===== config.mk =====
export PLATFORM = sky130hd
export DESIGN_NAME = ham_alarm_mgr
export DESIGN_NICKNAME = d
export VERILOG_FILES = /design/src/ham_sync.v /design/src/ham_alarm_mgr.v
export VERILOG_INCLUDE_DIRS = /design/src /design/src/src
export SDC_FILE = /design/constraint.sdc
export NUM_CORES = 1
export LEC_CHECK = 0
export BUFFER_PORTS_ARGS = -buffer_cell sky130_fd_sc_hd__buf_2
export CAP_MARGIN = 25
export CELL_PAD_IN_SITES_DETAIL_PLACEMENT = 2
export CELL_PAD_IN_SITES_GLOBAL_PLACEMENT = 2
export CORE_MARGIN = 2
export CORE_UTILIZATION = 36
export CTS_BUF_LIST = sky130_fd_sc_hd__clkbuf_4 sky130_fd_sc_hd__clkbuf_8 sky130_fd_sc_hd__clkbuf_16
export CTS_CLUSTER_SIZE = 25
export DETAILED_ROUTE_END_ITERATION = 10
export GPL_TIMING_DRIVEN = 0
export PLACE_DENSITY_LB_ADDON = 0.25
export SLEW_MARGIN = 20
export SYNTH_ARGS = -nofsm -noshare
export SYNTH_HDL_FRONTEND = slang
export SYNTH_SLANG_ARGS = --single-unit
export TNS_END_PERCENT = 100

===== constraint.sdc =====
create_clock -name core_clk -period 3.42 [get_ports core_clk]
set_clock_uncertainty 0.1 [all_clocks]
set_input_delay 0.342 -clock core_clk [delete_from_list [all_inputs] [get_ports core_clk]]
set_output_delay 0.342 -clock core_clk [all_outputs]
set_load 0.05 [all_outputs]

===== src/ham_regs.vh =====
// constants for the alarm manager: alarm numbers, timing counts, temperature steps
// assumes a 25 MHz core clock and temperatures in tenths of a degree, signed 16 bit
//
// Behaviour
// - frost contact open raises heater frost alarm
// - frost alarm stops unit, valve fully open
// - frost clears after contact closes, manual or automatic
// - motor contact open raises alarm, stops unit
// - motor alarm clears on start or clear
// - pressure contact open past delay raises alarm
// - pressure alarm clears on start or clear
// - fire contact open raises alarm, stops unit
// - fire clears by button only, no autostart
// - overheat kills heaters, clears when contact closes
// - exchanger below limit opens bypass, unit runs
// - exchanger alarm clears above limit plus hysteresis
// - chiller contact closed raises alarm, cooling off
// - chiller clears by button, timeout, or restart
// - filter contact closed raises alarm, auto clear
// - main sensor open or short raises alarm
// - circuit one pressure alarms stop compressor one
// - circuit two pressure alarms stop compressor two
// - leak stops evaporator only when enabled
// - clear button ignored without valid login
// - setpoint moves in fixed half degree steps
// - login lasts in menu plus one minute
`ifndef HAM_REGS_VH
`define HAM_REGS_VH

// ==========================================================
// alarm numbers, bit index in the 32 bit active vector
`define HAM_AL_FROST      1
`define HAM_AL_MOTOR      2
`define HAM_AL_PRES1      3
`define HAM_AL_PRES2      4
`define HAM_AL_FIRE       5
`define HAM_AL_HITEMP     6
`define HAM_AL_EXCH       7
`define HAM_AL_CHILL      8
`define HAM_AL_FILTER     10
`define HAM_AL_SENSOR     20
`define HAM_AL_LP1        22
`define HAM_AL_HP1        23
`define HAM_AL_LEAK       24
`define HAM_AL_LP2        25
`define HAM_AL_HP2        26

// ==========================================================
// timing
`define HAM_CLK_HZ        25000000
`define HAM_TICK_CYC      25000
`define HAM_CHILL_MIN     5
`define HAM_CHILL_MS      (`HAM_CHILL_MIN * 60 * 1000)
`define HAM_LOGIN_MIN     1
`define HAM_LOGIN_MS      (`HAM_LOGIN_MIN * 60 * 1000)

// ==========================================================
// temperatures in tenths of a degree, plus the full heater valve force
`define HAM_EXCH_HYST     16'h000a
`define HAM_SP_STEP       16'h0005
`define HAM_SP_RESET      16'h00dc
`define HAM_VALVE_FULL    8'h64

`endif


===== src/ham_sync.v =====
// three stage synchroniser with agreement filter for the contact inputs
// assumes inputs are asynchronous levels from field wiring
`timescale 1ns/1ps
module ham_sync #(
    parameter W = 8
) (
    // clock and reset
    input  wire         core_clk,
    input  wire         rstn,
    // levels
    input  wire [W-1:0] async_in,
    output reg  [W-1:0] sync_out
);
    reg [W-1:0] s1_q;
    reg [W-1:0] s2_q;
    reg [W-1:0] s3_q;

    // first stage feeds only the second; output moves when stages two and three agree
    always @(posedge core_clk or negedge rstn) begin
        if (!rstn) begin
            s1_q     <= {W{1'b0}};
            s2_q     <= {W{1'b0}};
            s3_q     <= {W{1'b0}};
            sync_out <= {W{1'b0}};
        end else begin
            s1_q     <= async_in;
            s2_q     <= s1_q;
            s3_q     <= s2_q;
            sync_out <= (s2_q & s3_q) | (sync_out & (s2_q | s3_q));
        end
    end
endmodule


===== src/ham_alarm_mgr.v =====
// alarm supervision for an air handling unit controller
// assumes contacts are 1 when closed, sensors already digitised on core_clk
`timescale 1ns/1ps
`include "ham_regs.vh"
module ham_alarm_mgr #(
    parameter [31:0] TICK_CYC    = `HAM_TICK_CYC,
    parameter [31:0] CHILL_MS    = `HAM_CHILL_MS,
    parameter [31:0] LOGIN_MS    = `HAM_LOGIN_MS,
    parameter [15:0] PRES_MS_MAX = 16'hffff
) (
    // clock and reset
    input  wire        core_clk,
    input  wire        rstn,
    // field contacts, 1 = closed, asynchronous
    input  wire        frost_contact,
    input  wire        motor_fault_contact,
    input  wire        fan_pressure_contact,
    input  wire        filter_contact,
    input  wire        chiller_fault_contact,
    input  wire        fire_contact,
    input  wire        overheat_contact,
    // sensors and refrigerant faults, same clock domain
    input  wire        main_temp_open,
    input  wire        main_temp_short,
    input  wire [15:0] exch_temp,
    input  wire        lp1_fault,
    input  wire        hp1_fault,
    input  wire        lp2_fault,
    input  wire        hp2_fault,
    input  wire        leak_fault,
    // configuration
    input  wire        frost_clear_mode,
    input  wire [15:0] pressure_guard_delay,
    input  wire [15:0] exchanger_frost_limit,
    input  wire        leak_shutdown_enable,
    // operator panel, one cycle pulses except the in_menu level
    input  wire        clear_btn,
    input  wire        start_cmd,
    input  wire        stop_cmd,
    input  wire        login_ok,
    input  wire        in_menu,
    input  wire        sp_up,
    input  wire        sp_down,
    // status and actions
    output reg  [31:0] alarm_active,
    output reg         unit_run,
    output reg         unit_stop_alarm,
    output reg  [7:0]  heater_valve_force,
    output reg         heaters_off,
    output reg         bypass_open,
    output reg         cooling_off,
    output reg         comp1_off,
    output reg         comp2_off,
    output reg         evap_off,
    output reg         login_valid,
    output reg  [15:0] temp_setpoint
);

    // ==========================================================
    // contact synchronisers
    wire [6:0] c_s;
    ham_sync #(.W(7)) u_sync (
        .core_clk (core_clk),
        .rstn     (rstn),
        .async_in ({overheat_contact, fire_contact, chiller_fault_contact, filter_contact,
                    fan_pressure_contact, motor_fault_contact, frost_contact}),
        .sync_out (c_s)
    );
    wire frost_cl  = c_s[0];
    wire motor_cl  = c_s[1];
    wire pres_cl   = c_s[2];
    wire filt_cl   = c_s[3];
    wire chill_cl  = c_s[4];
    wire fire_cl   = c_s[5];
    wire hot_cl    = c_s[6];

    // ==========================================================
    // millisecond tick divider
    reg  [31:0] tick_cnt_q;
    reg         tick_q;
    always @(posedge core_clk or negedge rstn) begin
        if (!rstn) begin
            tick_cnt_q <= 32'h0;
            tick_q     <= 1'b0;
        end else if (tick_cnt_q >= TICK_CYC - 32'h1) begin
            tick_cnt_q <= 32'h0;
            tick_q     <= 1'b1;
        end else begin
            tick_cnt_q <= tick_cnt_q + 32'h1;
            tick_q     <= 1'b0;
        end
    end

    // ==========================================================
    // login validity: held in menu, one minute grace after leaving
    reg [31:0] login_cnt_q;
    always @(posedge core_clk or negedge rstn) begin
        if (!rstn) begin
            login_valid <= 1'b0;
            login_cnt_q <= 32'h0;
        end else if (login_ok) begin
            login_valid <= 1'b1;
            login_cnt_q <= 32'h0;
        end else if (in_menu) begin
            login_cnt_q <= 32'h0;
        end else if (login_valid && tick_q) begin
            if (login_cnt_q >= LOGIN_MS - 32'h1) begin
                login_valid <= 1'b0;
                login_cnt_q <= 32'h0;
            end else begin
                login_cnt_q <= login_cnt_q + 32'h1;
            end
        end
    end

    // valid clear only with a live login
    wire clr = clear_btn & login_valid;

    // ==========================================================
    // fan pressure open-time guard, counted in milliseconds
    reg [15:0] pres_cnt_q;
    reg        pres_trip_q;
    always @(posedge core_clk or negedge rstn) begin
        if (!rstn) begin
            pres_cnt_q  <= 16'h0;
            pres_trip_q <= 1'b0;
        end else if (pres_cl) begin
            pres_cnt_q  <= 16'h0;
            pres_trip_q <= 1'b0;
        end else if (tick_q) begin
            if (pres_cnt_q >= pressure_guard_delay) begin
                pres_trip_q <= 1'b1;
            end else if (pres_cnt_q != PRES_MS_MAX) begin
                pres_cnt_q <= pres_cnt_q + 16'h1;
            end
        end
    end

    // ==========================================================
    // chiller age timer, running from the moment the alarm is raised
    reg [31:0] chill_cnt_q;
    reg        chill_aged_q;
    always @(posedge core_clk or negedge rstn) begin
        if (!rstn) begin
            chill_cnt_q  <= 32'h0;
            chill_aged_q <= 1'b0;
        end else if (!alarm_active[`HAM_AL_CHILL]) begin
            chill_cnt_q  <= 32'h0;
            chill_aged_q <= 1'b0;
        end else if (tick_q && !chill_aged_q) begin
            if (chill_cnt_q >= CHILL_MS - 32'h1) begin
                chill_aged_q <= 1'b1;
            end else begin
                chill_cnt_q <= chill_cnt_q + 32'h1;
            end
        end
    end

    // ==========================================================
    // exchanger temperature compares, signed tenths
    wire signed [15:0] t_ex    = exch_temp;
    wire signed [15:0] t_lim   = exchanger_frost_limit;
    wire signed [16:0] t_ex_w  = {t_ex[15], t_ex};
    wire signed [16:0] t_rel   = {t_lim[15], t_lim} + {1'b0, `HAM_EXCH_HYST};
    wire               ex_low  = t_ex < t_lim;
    // both sides signed, else a frosty outlet below zero reads as warm and clears
    wire               ex_high = t_ex_w > t_rel;

    // restart seen: start while the unit is stopped
    wire restart = start_cmd & ~unit_run;

    // ==========================================================
    // alarm latches: set wins over clear in the same cycle
    reg [31:0] set_v;
    reg [31:0] clr_v;
    always @* begin
        set_v = 32'h0;
        clr_v = 32'h0;
        set_v[`HAM_AL_FROST]  = ~frost_cl;
        clr_v[`HAM_AL_FROST]  = frost_cl & (frost_clear_mode | clr);
        set_v[`HAM_AL_MOTOR]  = ~motor_cl;
        clr_v[`HAM_AL_MOTOR]  = motor_cl & (start_cmd | clr);
        set_v[`HAM_AL_PRES1]  = pres_trip_q;
        clr_v[`HAM_AL_PRES1]  = pres_cl & (start_cmd | clr);
        set_v[`HAM_AL_FIRE]   = ~fire_cl;
        clr_v[`HAM_AL_FIRE]   = fire_cl & clr;
        set_v[`HAM_AL_HITEMP] = ~hot_cl;
        clr_v[`HAM_AL_HITEMP] = hot_cl;
        set_v[`HAM_AL_EXCH]   = ex_low;
        clr_v[`HAM_AL_EXCH]   = ex_high;
        set_v[`HAM_AL_CHILL]  = chill_cl;
        clr_v[`HAM_AL_CHILL]  = ~chill_cl & (clr | chill_aged_q | restart);
        set_v[`HAM_AL_FILTER] = filt_cl;
        clr_v[`HAM_AL_FILTER] = ~filt_cl;
        set_v[`HAM_AL_SENSOR] = main_temp_open | main_temp_short;
        clr_v[`HAM_AL_SENSOR] = ~(main_temp_open | main_temp_short);
        set_v[`HAM_AL_LP1]    = lp1_fault;
        clr_v[`HAM_AL_LP1]    = ~lp1_fault;
        set_v[`HAM_AL_HP1]    = hp1_fault;
        clr_v[`HAM_AL_HP1]    = ~hp1_fault;
        set_v[`HAM_AL_LEAK]   = leak_fault;
        clr_v[`HAM_AL_LEAK]   = ~leak_fault;
        set_v[`HAM_AL_LP2]    = lp2_fault;
        clr_v[`HAM_AL_LP2]    = ~lp2_fault;
        set_v[`HAM_AL_HP2]    = hp2_fault;
        clr_v[`HAM_AL_HP2]    = ~hp2_fault;
    end

    // latched flags; the shared pressure input also drives the extract alarm
    wire [31:0] act_d = set_v | (alarm_active & ~clr_v);
    wire        stop_al = act_d[`HAM_AL_FROST] | act_d[`HAM_AL_MOTOR] |
                          act_d[`HAM_AL_PRES1] | act_d[`HAM_AL_FIRE];
    always @(posedge core_clk or negedge rstn) begin
        if (!rstn) begin
            alarm_active <= 32'h0;
        end else begin
            alarm_active                 <= act_d;
            alarm_active[`HAM_AL_PRES2]  <= act_d[`HAM_AL_PRES1];
        end
    end

    // ==========================================================
    // unit run state: a stopping alarm forces off, a fresh start is needed after
    always @(posedge core_clk or negedge rstn) begin
        if (!rstn) begin
            unit_run        <= 1'b0;
            unit_stop_alarm <= 1'b0;
        end else begin
            unit_stop_alarm <= stop_al;
            if (stop_al || stop_cmd) begin
                unit_run <= 1'b0;
            end else if (start_cmd) begin
                unit_run <= 1'b1;
            end
        end
    end

    // ==========================================================
    // protective actions, registered from the next flag state
    always @(posedge core_clk or negedge rstn) begin
        if (!rstn) begin
            heater_valve_force <= 8'h0;
            heaters_off        <= 1'b0;
            bypass_open        <= 1'b0;
            cooling_off        <= 1'b0;
            comp1_off          <= 1'b0;
            comp2_off          <= 1'b0;
            evap_off           <= 1'b0;
        end else begin
            heater_valve_force <= act_d[`HAM_AL_FROST] ? `HAM_VALVE_FULL : 8'h0;
            heaters_off        <= act_d[`HAM_AL_HITEMP];
            bypass_open        <= act_d[`HAM_AL_EXCH];
            cooling_off        <= act_d[`HAM_AL_CHILL];
            comp1_off          <= act_d[`HAM_AL_LP1] | act_d[`HAM_AL_HP1];
            comp2_off          <= act_d[`HAM_AL_LP2] | act_d[`HAM_AL_HP2];
            evap_off           <= act_d[`HAM_AL_LEAK] & leak_shutdown_enable;
        end
    end

    // ==========================================================
    // setpoint editing in half degree steps; up wins if both arrive
    always @(posedge core_clk or negedge rstn) begin
        if (!rstn) begin
            temp_setpoint <= `HAM_SP_RESET;
        end else if (sp_up) begin
            temp_setpoint <= temp_setpoint + `HAM_SP_STEP;
        end else if (sp_down) begin
            temp_setpoint <= temp_setpoint - `HAM_SP_STEP;
        end
    end

endmodule


==> flow_metrics.py <==
metrics = {
    "hold_path": {
        "worst_hold_startpoint": "leak_fault",
        "min_to": "alarm_active[24]",
        "worstHoldPathCells": 2,
        "hp-class": "input port to flop",
    },
    "placed_design": {
        "gp_congestion": 0.770,
        "placed_area_sq_um": 10600,
        "hpwl_mm": 18.7,
        "pre_cts_slack_ps": 85.3,
        "numPortBuffers": 115,
        "dpl.cell_count": 1431,
    },
    "critical_path": {
        "cpPeakStageDelay_ps": 470,
        "path_cells": "ha_1, a21o_1, a21o_1, a21o_1, a221oi_2, nand4b_2, clkbuf_1, or3_1, a21oi_1",
        "startpoint_type": "flop",
        "critical_path_class": "flop to flop",
        "crit_arrival_ps": 3350,
        "critPathCaptureType": "flop",
        "cp_data_required_time_ps": 3670,
        "critPathSlowestCell": "dfrtp_1",
        "rrSetupSlack_ps": 320,
        "reg2regPathDepth": 9,
        "r2r_end": "pres_cnt_q[12]",
        "r2r-start": "pres_cnt_q[9]",
        "crit_path_frequent_cell": "a21o_1",
        "cp_max_fo": 10,
    },
    "detailed_routing": {
        "drc": 0,
        "viasPerCell": 5.18,
        "drt-initial-drc-count": 283,
        "ant_nets": 0,
        "wl_per_cell_microns": 18.2,
        "vias": 7661,
        "firstDrtPassIters": 4,
        "routed_wl_mm": 26.9,
    },
    "global_routing": {
        "grt_remaining_overflow": 0,
        "grt_use_total_pct": 20.7,
        "grt_pass1_vias": 8433,
        "grt_antenna_before_repair": 2,
        "grt_max_degree": 91,
        "grt_pass1_wl_mm": 44.6,
    },
    "floorplanning": {
        "die_area_sq_um": 27400,
        "fp.dieW_microns": 165,
        "core_area_sq_um": 25800,
        "io_pins": 138,
        "die_h_microns": 165,
        "num_rows": 59,
        "start_util_pct": 36.3,
    },
    "sta": {
        "max_freq_ghz": 0.322,
        "maxSlewViolCount": 0,
        "finalHoldViolCount": 0,
        "tightestPinTransition_ps": 737,
        "finalWorstSetupSlack_ps": 318,
        "period_share_pct": 90.7,
        "post-route-min-period_ps": 3100,
        "finalSetupViolCount": 0,
        "rsz0062_at_grt": "false",
        "relSlewSlack_pct": 50.8,
    },
    "yosys": {
        "yosys-top-cells-count": "dfrtp_1 (174), nand2_1 (71), nor2_1 (71)",
        "yosysSeqAreaShare_pct": 47.8,
        "syn-cell-area_sq_um": 9380,
        "yosysTopAreaCell": "dfrtp_1",
        "synth_ff_type": "dfrtp_1",
        "netlist_instances": 941,
        "yosysMostFrequentCell": "dfrtp_1",
        "async_reset_ff_share_pct": 100,
        "synth_warnings": 0,
        "synth_top_cell_area_share_pct": 46.4,
        "synth-seq-cells": 179,
        "syn_area_per_cell_sq_um": 9.97,
        "ys_types": 65,
        "ys_top_cells_by_area": "dfrtp_1 (46%), ha_1 (8.9%), o21ai_0 (3.4%)",
        "synth-edff-count": 0,
    },
    "power": {
        "power_leakage_nw": 5.40,
        "cellPowerDensity_nw_per_um2": 571,
        "ir_worst_vdd_v": 0.000483,
        "power_mw": 6.50,
    },
    "cells_and_area": {
        "finish.utilization_pct": 44.0,
        "layout-drive-gt1-share_pct": 18.0,
        "layout.cells.non_filler": 1479,
        "fin_area_sq_um": 11400,
        "syn2layout_area_growth_pct": 21.2,
        "regArea_sq_um": 4490,
        "fin_nets": 1270,
        "fillCellCount": 2829,
        "multi_input_area_sq_um": 4500,
    },
    "cts": {
        "cts_max_path_buffers": 2,
        "postCtsSetupBuffers": 0,
        "postCtsResizedCells": 0,
        "cts_tree": "yes",
        "h-tree-depth": 4,
        "clkTransAtPathRegs_ps": 80,
        "cts_num_sinks": 179,
        "root_buffer": "clkbuf_16",
        "insertion_delay_ps": 440,
        "numCtsBuffers": 17,
        "postCtsHoldBufs": 14,
    },
    "run": {
        "drv_cap": 0,
    },
    "status": {
        "outcome": "finished clean",
    },
}
[worst max-delay path: cells and delay by family, from the launching register on]
family                   cells  cell delay, ps
adder cells (fa/ha/maj)      1             320
AND/OR/NAND/NOR              2             740
buffers and inverters        1             340
flip-flops                   1             470
AO/OA/AOI/OAI                5            1040
[registers in the layout, indices dropped and copies added, names as in the netlist]
signal and cells:
temp_setpoint 16, pres_trip_q 1, chill_aged_q 1, login_cnt_q 32, comp1_off 1, u_sync.s2_q 7
unit_stop_alarm 1, comp2_off 1, tick_q 1, login_valid 1, pres_cnt_q 16, alarm_active 14
u_sync.sync_out 7, chill_cnt_q 32, u_sync.s3_q 7, u_sync.s1_q 7, evap_off 1, tick_cnt_q 32
unit_run 1
[metal layers]
metal / vias up / track usage [%] / share of wire [%]
met1: 3914 / 25.4 / 44
li1: 3602 / - / -
met4: 0 / 5.68 / 1.4
met3: 29 / 3.52 / 2.8
met5: - / 0 / 0
met2: 116 / 37.5 / 52
[cell type report]
class                           count  area share (%)
Multi-Input combinational cell    694            39.6
Timing Repair Buffer              131            6.87
Sequential cell                   179            39.4
Clock inverter                     15            1.88
Inverter                           50            1.65
Buffer                             56            3.09
Tap cell                          335            3.69
Clock buffer                       17            3.74
Antenna cell                        2          0.0440
[cell families (layout without fill, tap and decap cells)]
family / Yosys count / count (layout) / synth area share (%)
compound gates: 187 / 187 / 12.4
other cells: 1 / 41 / 0.0400
mux: 3 / 3 / 0.333
fa+ha+maj: 75 / 75 / 9.90
buf+inv: 106 / 269 / 5.75
flops: 179 / 179 / 47.8
xor+xnor: 61 / 61 / 5.70
simple gates: 329 / 329 / 18.1
[how the worst max path moves through the flow]
stage / startpoint / to / slack, ps / cells after the start
CTS: pres_cnt_q[9] / pres_cnt_q[12] / 300 / 9
floorplan: exchanger_frost_limit[4] / alarm_active[7] / 680 / 14
global route: pres_cnt_q[9] / pres_cnt_q[12] / 130 / 9
finish: pres_cnt_q[9] / pres_cnt_q[12] / 320 / 9
global placement: rstn / tick_cnt_q[10] / -1130 / 1
detailed placement: exchanger_frost_limit[4] / alarm_active[7] / 90 / 15
[stage by stage]
step                      hold WS (ps)  setup TNS, ps
after floorplan                  -53.6              0
after CTS                         5.58              0
after global routing              13.3              0
after global placement             234        -194420
final                             15.5              0
after detailed placement           236              0
[where the power goes]
part	switching, mW	internal [mW]	leakage (nW)
clock	0.958	1.19	0.315
sequential	0.156	2.31	2.29
combinational	1.25	0.635	2.80
total	2.36	4.14	5.40
[cell usage in the layout (no fill, tap or decap), types with 15 or more instances in the layout]
master,instances
ha_1,67
and3_1,21
xor2_1,26
nand3_1,31
xnor2_1,35
buf_2,115
nand4_1,18
buf_4,31
dfrtp_1,174
conb_1,39
clkbuf_16,17
a21oi_1,44
o21ai_0,63
or3_1,15
and2_1,29
inv_1,50
clkbuf_1,19
nor2_1,71
nand2_1,71
a21o_1,21
Power figures use the tool's default switching activity.
